`src/logic/hpm_cfg.svh`:
```
// constants for the headphone monitor, meter and alert tone block
// assumes a 50 MHz clock and a 48 kHz sample strobe from the audio path
`ifndef HPM_CFG_SVH
`define HPM_CFG_SVH

`define HPM_CLK_PERIOD_NS 20
`define HPM_FS_KHZ 48
// register indices on the 4-bit register port
`define HPM_A_CTRL 4'h0
`define HPM_A_HPSRC 4'h1
`define HPM_A_FAV 4'h2
`define HPM_A_PBSRC 4'h3
`define HPM_A_WARN 4'h4
`define HPM_A_TLVL 4'h5
`define HPM_A_TFREQ 4'h6
`define HPM_A_EXTTH 4'h7
`define HPM_A_TRKTH 4'h8
`define HPM_A_STATUS 4'h9
// ctrl fields
`define HPM_C_MODE 2:0
`define HPM_C_RECTONE 3
`define HPM_C_WARN 4
`define HPM_C_PUSHFAV 5
`define HPM_C_ROUTE 7:6
// synchronised pin vector positions
`define HPM_P_REC 0
`define HPM_P_PLAY 1
`define HPM_P_PUSH 2
`define HPM_P_TONE 3
`define HPM_P_ERR 4
`define HPM_P_MUTE 6:5
`define HPM_P_BATT 7
`define HPM_P_EXT 8
`define HPM_NPIN 9
// supply levels in 0.1 V steps
`define HPM_BATT_LOW 8'h41
`define HPM_EXT_LOW_RST 8'h6e
// levels against 16-bit full scale
`define HPM_WARN_AMP_MAX 16'h2027
`define HPM_REC_TONE_AMP 16'h2027
`define HPM_TONE_FS 16'h7fff
`define HPM_IN_PEAK_TH 16'h5a9d
`define HPM_TONE_ATT_MAX 6'h28
`define HPM_TONE_FMIN 14'h0064
`define HPM_TONE_FMAX 14'h2710
`define HPM_TRKTH_RST 16'h7fff
// segment thresholds, lowest segment in the low word
`define HPM_SEG_TH {16'h7fff, 16'h50c3, 16'h32f5, 16'h2027, 16'h198a, \
  16'h1449, 16'h101d, 16'h0ccd, 16'h0a2a, 16'h0813, 16'h066a, 16'h0518, \
  16'h040c, 16'h0336, 16'h028d, 16'h0207, 16'h019c, 16'h0148, 16'h0068}
// tones
`define HPM_F_START_HZ 440
`define HPM_F_STOP_HZ 220
`define HPM_F_LOW_HZ 880
`define HPM_F_ERR_HZ 1000
`define HPM_NCO_K ((64'h1_0000_0000 * `HPM_CLK_PERIOD_NS) / 64'd1000000000)
`define HPM_BEEP_MS 150
`define HPM_GAP_MS 100
`define HPM_LOWBAT_S 20
`define HPM_BEEP_CYC (`HPM_BEEP_MS * 1000000 / `HPM_CLK_PERIOD_NS)
`define HPM_GAP_CYC (`HPM_GAP_MS * 1000000 / `HPM_CLK_PERIOD_NS)
`define HPM_LOWBAT_CYC (`HPM_LOWBAT_S * (1000000000 / `HPM_CLK_PERIOD_NS))
// meter timing in sample strobes
`define HPM_VU_TAU_MS 300
`define HPM_VU_STEP_SAMPLES (`HPM_VU_TAU_MS * `HPM_FS_KHZ / 4)
`define HPM_PK_HOLD_S 3
`define HPM_PK_HOLD_SAMPLES (`HPM_PK_HOLD_S * `HPM_FS_KHZ * 1000)
`define HPM_PK_DECAY_SAMPLES 48

`endif

```
`src/logic/hpm_pkg.sv`:
```
// types for the headphone monitor, meter and alert tone block
// assumes hpm_cfg.svh carries every number
package hpm_pkg;

  typedef enum logic [2:0] {MODE_VU, MODE_PEAK, MODE_PKHOLD, MODE_VU_PEAK,
                            MODE_VU_PKHOLD} hpm_mode_t;
  typedef enum logic [2:0] {SRC_IN_ST, SRC_TRK_ST, SRC_IN_MS, SRC_TRK_MS,
                            SRC_IN1, SRC_IN2, SRC_IN_SUM,
                            SRC_NO_CHANGE} hpm_src_t;
  typedef enum logic [1:0] {ROUTE_OUT, ROUTE_OUT_TRK, ROUTE_TRK,
                            ROUTE_OFF} hpm_route_t;
  typedef enum logic [1:0] {A_IDLE, A_ON, A_GAP} hpm_aseq_t;

  typedef struct packed {
    logic signed [15:0] in1;
    logic signed [15:0] in2;
    logic signed [15:0] trk_a;
    logic signed [15:0] trk_b;
  } hpm_samples_t;

  typedef struct packed {
    hpm_mode_t mode;
    logic rec_tones_en;
    logic warn_en;
    logic push_fav;
    hpm_route_t route;
    hpm_src_t hp_src;
    hpm_src_t fav;
    hpm_src_t pb_src;
    logic [3:0] warn_lvl;
    logic [5:0] tone_att;
    logic [13:0] tone_freq;
    logic [7:0] ext_th;
    logic [15:0] trk_th;
    logic [8:0] pin_s1;
    logic [8:0] pin_s2;
    logic [8:0] pin_d;
    logic [7:0] batt_s1;
    logic [7:0] batt_s2;
    logic [7:0] ext_s1;
    logic [7:0] ext_s2;
    hpm_aseq_t aseq;
    logic [31:0] acnt;
    logic [1:0] apulses;
    logic [31:0] ainc;
    logic [31:0] aphase;
    logic [15:0] aamp;
    logic [31:0] lbcnt;
    logic low;
    logic [31:0] tphase;
    logic tone_ok;
    logic tone_on;
    logic [1:0][15:0] vu;
    logic [1:0][15:0] pk;
    logic [1:0][19:0] hold;
    logic [11:0] dcnt;
    logic [11:0] vcnt;
    logic [22:0] blink;
    logic [1:0] trk_over;
    logic hp_over;
    logic [1:0][18:0] seg;
    logic [15:0] hp_l;
    logic [15:0] hp_r;
    logic [1:0] in_pk;
    logic [1:0] trk_led;
    logic [15:0] tone_smp;
    logic tone_out;
    logic tone_trk;
    logic [15:0] rdata;
  } hpm_state_t;

endpackage

```
`src/logic/hpm_monitor.sv`:
```
// headphone monitor: source select, ms decode, alert tones, level meter,
// peak leds and test tone oscillator
// assumes samples arrive on this clock with a one-cycle smp_valid strobe;
// panel pins and supply readings are asynchronous and synchronised here
`timescale 1ns/1ps
`default_nettype none
`include "hpm_cfg.svh"

module hpm_monitor #(
  parameter int unsigned BEEP_CYC = `HPM_BEEP_CYC,
  parameter int unsigned GAP_CYC = `HPM_GAP_CYC,
  parameter int unsigned LOWBAT_CYC = `HPM_LOWBAT_CYC,
  parameter int unsigned VU_STEP_SAMPLES = `HPM_VU_STEP_SAMPLES,
  parameter int unsigned PEAK_HOLD_SAMPLES = `HPM_PK_HOLD_SAMPLES,
  parameter int unsigned PEAK_DECAY_SAMPLES = `HPM_PK_DECAY_SAMPLES
) (
  input wire logic clock,
  input wire logic sys_rst,
  input wire logic [3:0] reg_addr,
  input wire logic [15:0] reg_wdata,
  input wire logic reg_wr,
  input wire logic reg_rd,
  output logic [15:0] reg_rdata,
  input wire hpm_pkg::hpm_samples_t smp,
  input wire logic smp_valid,
  input wire logic rec_pin,
  input wire logic play_pin,
  input wire logic push_pin,
  input wire logic tone_btn_pin,
  input wire logic err_pin,
  input wire logic [1:0] mute_pin,
  input wire logic batt_present_pin,
  input wire logic ext_present_pin,
  input wire logic [7:0] batt_volt,
  input wire logic [7:0] ext_volt,
  output logic [15:0] hp_l,
  output logic [15:0] hp_r,
  output logic hp_peak_led,
  output logic [18:0] meter_l,
  output logic [18:0] meter_r,
  output logic [1:0] in_peak_led,
  output logic [1:0] trk_peak_led,
  output logic [15:0] tone_sample,
  output logic tone_to_out,
  output logic tone_to_trk,
  output logic low_supply
);

  localparam logic [18:0][15:0] SEG_TH = `HPM_SEG_TH;

  hpm_pkg::hpm_state_t q;
  hpm_pkg::hpm_state_t n;

  logic [1:0][18:0] lit_vu;
  logic [1:0][18:0] lit_pk;
  logic [1:0][18:0] dot;
  logic rec, play, tbtn, rec_rise, rec_fall, play_rise, push_rise, err_rise;
  logic lb_t, vtick, dtick, hold_mode;
  logic signed [16:0] pl, pr, a17;
  logic signed [17:0] sl, sr;
  logic [15:0] warn_amp, tamp, mag_v;
  logic [13:0] tf;
  logic [5:0] tatt;
  logic signed [16:0] vd;
  logic [15:0] tr_mag;
  logic [1:0] mute_s;

  function automatic logic [15:0] mag(input logic signed [15:0] x);
    mag = x[15] ? 16'(-x) : 16'(x);
  endfunction

  function automatic logic signed [16:0] sx(input logic signed [15:0] x);
    sx = 17'(x);
  endfunction

  function automatic logic clipped(input logic signed [17:0] v);
    clipped = (v > 18'sh07fff) || (v < -18'sh08000);
  endfunction

  function automatic logic [15:0] sat16(input logic signed [17:0] v);
    if (v > 18'sh07fff) begin
      sat16 = 16'h7fff;
    end else if (v < -18'sh08000) begin
      sat16 = 16'h8000;
    end else begin
      sat16 = v[15:0];
    end
  endfunction

  // segment compare per channel and per segment
  for (genvar c = 0; c < 2; c++) begin : g_ch
    for (genvar i = 0; i < 19; i++) begin : g_seg
      assign lit_vu[c][i] = q.vu[c] >= SEG_TH[i];
      assign lit_pk[c][i] = q.pk[c] >= SEG_TH[i];
      if (i == 18) begin : g_top
        assign dot[c][i] = lit_pk[c][i];
      end else begin : g_mid
        assign dot[c][i] = lit_pk[c][i] & ~lit_pk[c][i+1];
      end
    end
  end

  always_comb begin
    n = q;
    n.pin_s1 = {ext_present_pin, batt_present_pin, mute_pin, err_pin,
                tone_btn_pin, push_pin, play_pin, rec_pin};
    n.pin_s2 = q.pin_s1;
    n.pin_d = q.pin_s2;
    n.batt_s1 = batt_volt;
    n.batt_s2 = q.batt_s1;
    n.ext_s1 = ext_volt;
    n.ext_s2 = q.ext_s1;
    rec = q.pin_s2[`HPM_P_REC];
    play = q.pin_s2[`HPM_P_PLAY];
    tbtn = q.pin_s2[`HPM_P_TONE];
    rec_rise = rec & ~q.pin_d[`HPM_P_REC];
    rec_fall = ~rec & q.pin_d[`HPM_P_REC];
    play_rise = play & ~q.pin_d[`HPM_P_PLAY];
    push_rise = q.pin_s2[`HPM_P_PUSH] & ~q.pin_d[`HPM_P_PUSH];
    err_rise = q.pin_s2[`HPM_P_ERR] & ~q.pin_d[`HPM_P_ERR];
    mute_s = q.pin_s2[`HPM_P_MUTE];

    // register writes; panel events below take precedence over software
    if (reg_wr) begin
      case (reg_addr)
        `HPM_A_CTRL: begin
          n.mode = hpm_pkg::hpm_mode_t'(reg_wdata[`HPM_C_MODE]);
          n.rec_tones_en = reg_wdata[`HPM_C_RECTONE];
          n.warn_en = reg_wdata[`HPM_C_WARN];
          n.push_fav = reg_wdata[`HPM_C_PUSHFAV];
          n.route = hpm_pkg::hpm_route_t'(reg_wdata[`HPM_C_ROUTE]);
        end
        `HPM_A_HPSRC: n.hp_src = hpm_pkg::hpm_src_t'(reg_wdata[2:0]);
        `HPM_A_FAV: n.fav = hpm_pkg::hpm_src_t'(reg_wdata[2:0]);
        `HPM_A_PBSRC: n.pb_src = hpm_pkg::hpm_src_t'(reg_wdata[2:0]);
        `HPM_A_WARN: n.warn_lvl = reg_wdata[3:0];
        `HPM_A_TLVL: n.tone_att = reg_wdata[5:0];
        `HPM_A_TFREQ: n.tone_freq = reg_wdata[13:0];
        `HPM_A_EXTTH: n.ext_th = reg_wdata[7:0];
        `HPM_A_TRKTH: n.trk_th = reg_wdata;
        default: ;
      endcase
    end
    if ((rec | play) & push_rise & q.push_fav) begin
      n.hp_src = q.fav;
    end
    if (play_rise & (q.pb_src != hpm_pkg::SRC_NO_CHANGE)) begin
      n.hp_src = q.pb_src;
    end

    // supply watch; an absent supply never raises the warning
    n.low = (q.pin_s2[`HPM_P_BATT] & (q.batt_s2 <= `HPM_BATT_LOW)) |
            (q.pin_s2[`HPM_P_EXT] & (q.ext_s2 <= q.ext_th));
    if (!q.low || q.lbcnt == 32'(LOWBAT_CYC - 1)) begin
      n.lbcnt = 32'h0;
    end else begin
      n.lbcnt = q.lbcnt + 32'h1;
    end
    lb_t = q.low & (q.lbcnt == 32'h0) & q.warn_en;
    warn_amp = (q.warn_lvl == 4'h0) ? 16'h0000 :
               16'(`HPM_WARN_AMP_MAX >> (q.warn_lvl - 4'h1));

    // alert tone sequencer: pulses of BEEP_CYC separated by GAP_CYC
    n.aphase = q.aphase + q.ainc;
    case (q.aseq)
      hpm_pkg::A_ON: begin
        n.acnt = q.acnt + 32'h1;
        if (q.acnt == 32'(BEEP_CYC - 1)) begin
          n.acnt = 32'h0;
          n.aseq = (q.apulses > 2'h1) ? hpm_pkg::A_GAP : hpm_pkg::A_IDLE;
        end
      end
      hpm_pkg::A_GAP: begin
        n.acnt = q.acnt + 32'h1;
        if (q.acnt == 32'(GAP_CYC - 1)) begin
          n.acnt = 32'h0;
          n.aseq = hpm_pkg::A_ON;
          n.apulses = q.apulses - 2'h1;
        end
      end
      default: begin
        n.aseq = hpm_pkg::A_IDLE;
        n.acnt = 32'h0;
      end
    endcase
    // later triggers override earlier ones in the same cycle
    if (lb_t) begin
      n.aseq = hpm_pkg::A_ON;
      n.apulses = 2'h3;
      n.ainc = 32'(`HPM_F_LOW_HZ * `HPM_NCO_K);
      n.aamp = warn_amp;
    end
    if (err_rise & q.warn_en & (q.warn_lvl != 4'h0)) begin
      n.aseq = hpm_pkg::A_ON;
      n.apulses = 2'h1;
      n.ainc = 32'(`HPM_F_ERR_HZ * `HPM_NCO_K);
      n.aamp = warn_amp;
    end
    if (rec_rise & q.rec_tones_en) begin
      n.aseq = hpm_pkg::A_ON;
      n.apulses = 2'h1;
      n.ainc = 32'(`HPM_F_START_HZ * `HPM_NCO_K);
      n.aamp = `HPM_REC_TONE_AMP;
    end
    if (rec_fall & q.rec_tones_en) begin
      n.aseq = hpm_pkg::A_ON;
      n.apulses = 2'h2;
      n.ainc = 32'(`HPM_F_STOP_HZ * `HPM_NCO_K);
      n.aamp = `HPM_REC_TONE_AMP;
    end
    if (n.aseq == hpm_pkg::A_ON && q.aseq != hpm_pkg::A_ON) begin
      n.acnt = 32'h0;
      n.aphase = 32'h0;
    end

    // headphone program
    case (q.hp_src)
      hpm_pkg::SRC_IN_ST: begin
        pl = sx(smp.in1);
        pr = sx(smp.in2);
      end
      hpm_pkg::SRC_TRK_ST: begin
        pl = sx(smp.trk_a);
        pr = sx(smp.trk_b);
      end
      hpm_pkg::SRC_IN_MS: begin
        pl = (sx(smp.in1) + sx(smp.in2)) >>> 1;
        pr = (sx(smp.in1) - sx(smp.in2)) >>> 1;
      end
      hpm_pkg::SRC_TRK_MS: begin
        pl = (sx(smp.trk_a) + sx(smp.trk_b)) >>> 1;
        pr = (sx(smp.trk_a) - sx(smp.trk_b)) >>> 1;
      end
      hpm_pkg::SRC_IN1: begin
        pl = sx(smp.in1);
        pr = sx(smp.in1);
      end
      hpm_pkg::SRC_IN2: begin
        pl = sx(smp.in2);
        pr = sx(smp.in2);
      end
      hpm_pkg::SRC_IN_SUM: begin
        pl = (sx(smp.in1) + sx(smp.in2)) >>> 1;
        pr = pl;
      end
      default: begin
        pl = 17'sh00000;
        pr = 17'sh00000;
      end
    endcase
    // alert tones go to headphones only, never to outputs or tracks
    if (q.aseq == hpm_pkg::A_ON) begin
      a17 = q.aphase[31] ? 17'($signed({1'b0, q.aamp})) :
            -17'($signed({1'b0, q.aamp}));
    end else begin
      a17 = 17'sh00000;
    end
    sl = 18'(pl) + 18'(a17);
    sr = 18'(pr) + 18'(a17);

    // blink period doubles as the stretch time for the short overloads
    n.blink = q.blink + 23'h1;
    if (&q.blink) begin
      n.trk_over = 2'b00;
      n.hp_over = 1'b0;
    end
    hold_mode = (q.mode == hpm_pkg::MODE_PKHOLD) ||
                (q.mode == hpm_pkg::MODE_VU_PKHOLD);
    vtick = smp_valid && (q.vcnt == 12'(VU_STEP_SAMPLES - 1));
    dtick = smp_valid && (q.dcnt == 12'(PEAK_DECAY_SAMPLES - 1));
    mag_v = 16'h0000;
    tr_mag = 16'h0000;
    vd = 17'sh00000;
    if (smp_valid) begin
      n.vcnt = vtick ? 12'h000 : q.vcnt + 12'h001;
      n.dcnt = dtick ? 12'h000 : q.dcnt + 12'h001;
      n.hp_l = sat16(sl);
      n.hp_r = sat16(sr);
      if (clipped(sl) | clipped(sr)) begin
        n.hp_over = 1'b1;
      end
      n.in_pk[0] = (mag(smp.in1) >= `HPM_IN_PEAK_TH) |
                   mute_s[0];
      n.in_pk[1] = (mag(smp.in2) >= `HPM_IN_PEAK_TH) |
                   mute_s[1];
      for (int c = 0; c < 2; c++) begin
        tr_mag = (c == 0) ? mag(smp.trk_a) : mag(smp.trk_b);
        if (tr_mag > q.trk_th) begin
          n.trk_over[c] = 1'b1;
        end
        mag_v = tr_mag;
        // peak: instant attack, optional hold, then slow decay
        if (mag_v >= q.pk[c]) begin
          n.pk[c] = mag_v;
          n.hold[c] = hold_mode ? 20'(PEAK_HOLD_SAMPLES) : 20'h0;
        end else if (q.hold[c] != 20'h0) begin
          n.hold[c] = q.hold[c] - 20'h1;
        end else if (dtick) begin
          n.pk[c] = q.pk[c] - (q.pk[c] >> 3);
        end
        // vu is a first-order follower sampled every VU step
        if (vtick) begin
          vd = $signed({1'b0, mag_v}) - $signed({1'b0, q.vu[c]});
          n.vu[c] = 16'($signed({1'b0, q.vu[c]}) + (vd >>> 2));
        end
      end
    end
    for (int c = 0; c < 2; c++) begin
      case (q.mode)
        hpm_pkg::MODE_VU: n.seg[c] = lit_vu[c];
        hpm_pkg::MODE_PEAK: n.seg[c] = lit_pk[c];
        hpm_pkg::MODE_PKHOLD: n.seg[c] = lit_pk[c];
        default: n.seg[c] = lit_vu[c] | dot[c];
      endcase
    end
    n.trk_led = q.trk_over & {2{q.blink[22]}};

    // test tone: held button only; while recording only if held at start
    if (rec_rise) begin
      n.tone_ok = tbtn;
    end else if (!tbtn) begin
      n.tone_ok = 1'b0;
    end
    n.tone_on = tbtn & (q.route != hpm_pkg::ROUTE_OFF) &
                (~rec | n.tone_ok);
    tf = (q.tone_freq < `HPM_TONE_FMIN) ? `HPM_TONE_FMIN :
         (q.tone_freq > `HPM_TONE_FMAX) ? `HPM_TONE_FMAX :
         q.tone_freq;
    tatt = (q.tone_att > `HPM_TONE_ATT_MAX) ? `HPM_TONE_ATT_MAX :
           q.tone_att;
    // level steps are 6 dB wide; a finer law would need a lookup table
    tamp = `HPM_TONE_FS >> (tatt / 6'h06);
    n.tphase = q.tone_on ? q.tphase + 32'(tf * `HPM_NCO_K) : 32'h0;
    n.tone_smp = q.tone_on ? (q.tphase[31] ? tamp : 16'(-tamp)) : 16'h0000;
    n.tone_out = q.tone_on & ((q.route == hpm_pkg::ROUTE_OUT) |
                 (q.route == hpm_pkg::ROUTE_OUT_TRK));
    n.tone_trk = q.tone_on & ((q.route == hpm_pkg::ROUTE_TRK) |
                 (q.route == hpm_pkg::ROUTE_OUT_TRK));

    // read data stands for exactly the cycle after the read strobe
    n.rdata = 16'h0000;
    if (reg_rd) begin
      case (reg_addr)
        `HPM_A_CTRL: n.rdata = {8'h00, q.route, q.push_fav, q.warn_en,
                                q.rec_tones_en, q.mode};
        `HPM_A_HPSRC: n.rdata = {13'h0000, q.hp_src};
        `HPM_A_FAV: n.rdata = {13'h0000, q.fav};
        `HPM_A_PBSRC: n.rdata = {13'h0000, q.pb_src};
        `HPM_A_WARN: n.rdata = {12'h000, q.warn_lvl};
        `HPM_A_TLVL: n.rdata = {10'h000, q.tone_att};
        `HPM_A_TFREQ: n.rdata = {2'h0, q.tone_freq};
        `HPM_A_EXTTH: n.rdata = {8'h00, q.ext_th};
        `HPM_A_TRKTH: n.rdata = q.trk_th;
        `HPM_A_STATUS: n.rdata = {10'h000, q.hp_over, q.low, q.tone_on,
                                  q.aseq != hpm_pkg::A_IDLE, play, rec};
        default: n.rdata = 16'h0000;
      endcase
    end
  end

  always_ff @(posedge clock or posedge sys_rst) begin
    if (sys_rst) begin
      q <= '0;
      q.mode <= hpm_pkg::MODE_VU_PEAK;
      q.warn_en <= 1'b1;
      q.route <= hpm_pkg::ROUTE_OUT;
      q.hp_src <= hpm_pkg::SRC_TRK_ST;
      q.fav <= hpm_pkg::SRC_TRK_ST;
      q.pb_src <= hpm_pkg::SRC_NO_CHANGE;
      q.warn_lvl <= 4'h1;
      q.tone_att <= 6'h14;
      q.tone_freq <= 14'h03e8;
      q.ext_th <= `HPM_EXT_LOW_RST;
      q.trk_th <= `HPM_TRKTH_RST;
      q.aseq <= hpm_pkg::A_IDLE;
    end else begin
      q <= n;
    end
  end

  assign reg_rdata = q.rdata;
  assign hp_l = q.hp_l;
  assign hp_r = q.hp_r;
  assign hp_peak_led = q.hp_over;
  assign meter_l = q.seg[0];
  assign meter_r = q.seg[1];
  assign in_peak_led = q.in_pk;
  assign trk_peak_led = q.trk_led;
  assign tone_sample = q.tone_smp;
  assign tone_to_out = q.tone_out;
  assign tone_to_trk = q.tone_trk;
  assign low_supply = q.low;

endmodule // hpm_monitor
`default_nettype wire

```
`config.mk`:
```
export PLATFORM = sky130hd
export DESIGN_NAME = hpm_monitor
export DESIGN_NICKNAME = d
export VERILOG_FILES = /design/src/logic/hpm_pkg.sv /design/src/logic/hpm_monitor.sv
export VERILOG_INCLUDE_DIRS = /design/src /design/src/logic
export SDC_FILE = /design/constraint.sdc
export NUM_CORES = 2
export LEC_CHECK = 0
export ABC_AREA = 1
export BUFFER_PORTS_ARGS = -buffer_cell sky130_fd_sc_hd__buf_4
export CAP_MARGIN = 25
export CORE_MARGIN = 2
export CORE_UTILIZATION = 60
export DETAILED_ROUTE_END_ITERATION = 6
export GPL_ROUTABILITY_DRIVEN = 0
export GPL_TIMING_DRIVEN = 0
export PLACE_DENSITY = 0.78
export REMOVE_ABC_BUFFERS = 1
export SETUP_SLACK_MARGIN = 0.1
export SYNTH_ARGS = -nofsm -noshare
export SYNTH_HDL_FRONTEND = slang
export SYNTH_SLANG_ARGS = --single-unit
```
`constraint.sdc`:
```
create_clock -name clock -period 19.8 [get_ports clock]
set_input_delay 1.98 -clock clock [delete_from_list [all_inputs] [get_ports clock]]
set_output_delay 1.98 -clock clock [all_outputs]
set_load 0.005 [all_outputs]
```
==> qor.txt <==
Worst Setup Path Type: primary input to flop
Post-Syn Area per Cell: 6.92 um^2
All-Layer GR Usage: 0.342
Layout Nets: 7062
RSZ-0062 raised after global routing: no
Max-cap violations: 0
CTS max path bufs: 3
Cts bufs inserted: 59
Initial antenna violation count: 4
Slew of the pin with the lowest slew margin: 1.16 ns
Worst reg-to-reg setup slack: 13.64 ns
Worst Path Max Fanout: 41
Worst Hold Slack: 0.343 ns
Final Total Pwr: 6280 uW
Worst R2R End: hp_peak_led
Synth Cell Area: 44800 um^2
Worst-path clk slew: 0.06 ns
Setup Skew: 0.0442 ns
DRC Markers: 0
Prevailing post-synth register cell: dfrtp_1
Width of the chip: 277 um
Area leader, netlist: dfrtp_1
Max Slew Vio Count: 0
Yosys top cell area share: 0.277
Critical Path AT: 7.89 ns
Peak VDD IR: 0.0000943 V
Vias per Instance: 5.86
Synth async-reset ratio: 1.00
I/O Buffers: 222
Relative slew slack: 0.218
DP Wirelength: 103000 um
Via count: 44400
Row cnt: 100
Yosys cell types: 75
Overflow after GRT: 0
Ranking of synthesized cells by area: dfrtp_1 28%, nand2_1 13%, ha_1 9.9%
Critical Path RT: 20.34 ns
R2r startpoint: q[559]
Largest net degree at the start of global routing: 124
WHS Endpoint: q[445]
Hold path depth: 0
TritonCTS clock tree: yes
DRT iter0 DRCs: 4882
Leakage: 0.0249 uW
# setup viols final: 0
Post-synth EDFFs: 0
Post-layout min period: 7.36 ns
P&R area growth vs syn: 8.86%
Initial Utilization: 0.604
Setup Fix Bufs, Post-CTS: 0
Synth warn: 0
CTS Sinks: 533
Die Footprint: 76900 um^2
Post-CTS Resized: 0
FF-to-FF path depth: 22
Commonest non-fill, non-tap cell in the layout: nand2_1
Die span in y: 277 um
Max Clk Rate: 136 MHz
Status: completed
Crit share post-route: 0.372
Vias in the first global route: 41600
ANT nets after route: 0
Most frequent cells in the layout: 1539 x nand2_1, 899 x inv_1, 594 x nor2_1
First-pass GRT wire length: 215000 um
Critical path capture point type: flop
CTS root buffer: clkbuf_16
Type of the tightest min-delay check: flop to flop
FF+latch count, synth: 533
Final hold vios: 0
Startpoint Class: primary input
Final Util: 0.658
Io pins: 224
Final WL: 134000 um
CTS H-Tree Depth: 2
Register area share after synthesis: 0.298
Layout cells sized above 1: 0.0769
DRT Pass-1 Iters: 7
Wire per inst: 17.7 um
Syn Inst Count: 6476
Min-delay src: n[445]
Power Density: 129 nW/um^2
Hold-fix buffers, CTS: 0
Skew-Pair Late Insertion Delay: 0.68 ns
Core Box Area: 74200 um^2
-- Yosys cell counts (44+ instances only) --
library cell and instances:
nand3_1 386, fa_1 47, inv_1 900, o21ai_0 450, a21oi_1 441, nor2_1 596
dfrtp_1 496, xnor2_1 64, nor3_1 162, nand2_1 1539, nand4_1 105, xor2_1 152
buf_4 111, clkbuf_1 87, ha_1 354, o211ai_1 44
-- how the worst max path moves through the flow --
stage                  from       to  slack (ns)  cells after the start
finish               smp[0]   q[193]       12.44                     22
global route         smp[0]   q[188]       12.11                     22
CTS                  smp[0]   q[193]       12.75                     22
detailed placement   smp[0]   q[180]       12.06                     21
global placement    sys_rst   n[462]       -2.92                      2
floorplan           sys_rst  hp_l[0]        2.99                      1
-- through the flow --
stage | setup slack (ns) | TNS, ns | area (um^2) | cells
6_report | 12.44 | 0 | 48800 | 7569
5_1_grt | 12.11 | 0 | 48800 | 7569
4_1_cts | 12.75 | 0 | 48800 | 7562
3_5_place_dp | 12.06 | 0 | 46600 | 7451
3_3_place_gp | -2.92 | -1399.06 | 46300 | 7437
2_1_floorplan | 2.99 | 0 | 43500 | 6246
-- kinds of logic after synthesis --
family	count (synthesis)	synth area share
AO/OA/AOI/OAI	1199	0.150
XOR/XNOR	216	0.0422
adder cells (fa/ha/maj)	401	0.120
buffers and inverters	1177	0.110
flip-flops	533	0.298
other	1	0.0000836
AND/OR/NAND/NOR	2949	0.280
-- worst max-delay path: stages --
cell and delay [ns]:
buf_4 0.17, inv_1 0.40, ha_1 0.23, inv_1 0.05, nor2_1 0.14, nand3_1 0.12
nor3_1 0.22, nand2_1 0.08, nand2_1 0.12, nand2_1 0.08, xor2_1 0.79, ha_1 0.40
nand4_1 0.13, inv_1 0.07, a21oi_1 0.30, nand3_2 0.69, inv_1 0.71, nand2_1 0.10
nand2_1 0.57, inv_2 0.31, nand2_1 0.15, nand2_1 0.05
-- routing by layer --
metal,up-vias,GRT usage,routed length [um]
met3,402,0.0710,13500
met1,20500,0.455,54500
met4,2,0.166,6770
met2,2148,0.533,58900
met5,-,0,8
li1,21300,-,-
-- sequential cells by signal, indices dropped and copies added, names as in the netlist --
signal and count:
tone_to_out 1, hp_r 16, tone_sample 16, meter_r 19
trk_peak_led 2, hp_peak_led 1, meter_l 19, mute_s 2
low_supply 1, n 31, reg_rdata 16, in_peak_led 2
tone_to_trk 1, q 390, hp_l 16
-- power breakdown --
part	switching [uW]	total [uW]	leakage (uW)	internal, uW
clock network	497	1200	0.00103	704
registers	224	1560	0.00663	1340
logic	2270	3510	0.0172	1240
total	2990	6280	0.0249	3290
-- final cells by class --
class | instances | area [um^2]
clock inverter | 33 | 503
clock buffer | 78 | 1630
inverter | 944 | 3550
antenna | 3 | 7.51
fill | 6480 | 25400
timing repair buffer | 240 | 1960
multi-input combinational | 4769 | 26600
tap | 969 | 1210
sequential | 533 | 13400
No activity file was read; power rests on OpenSTA's default activity.
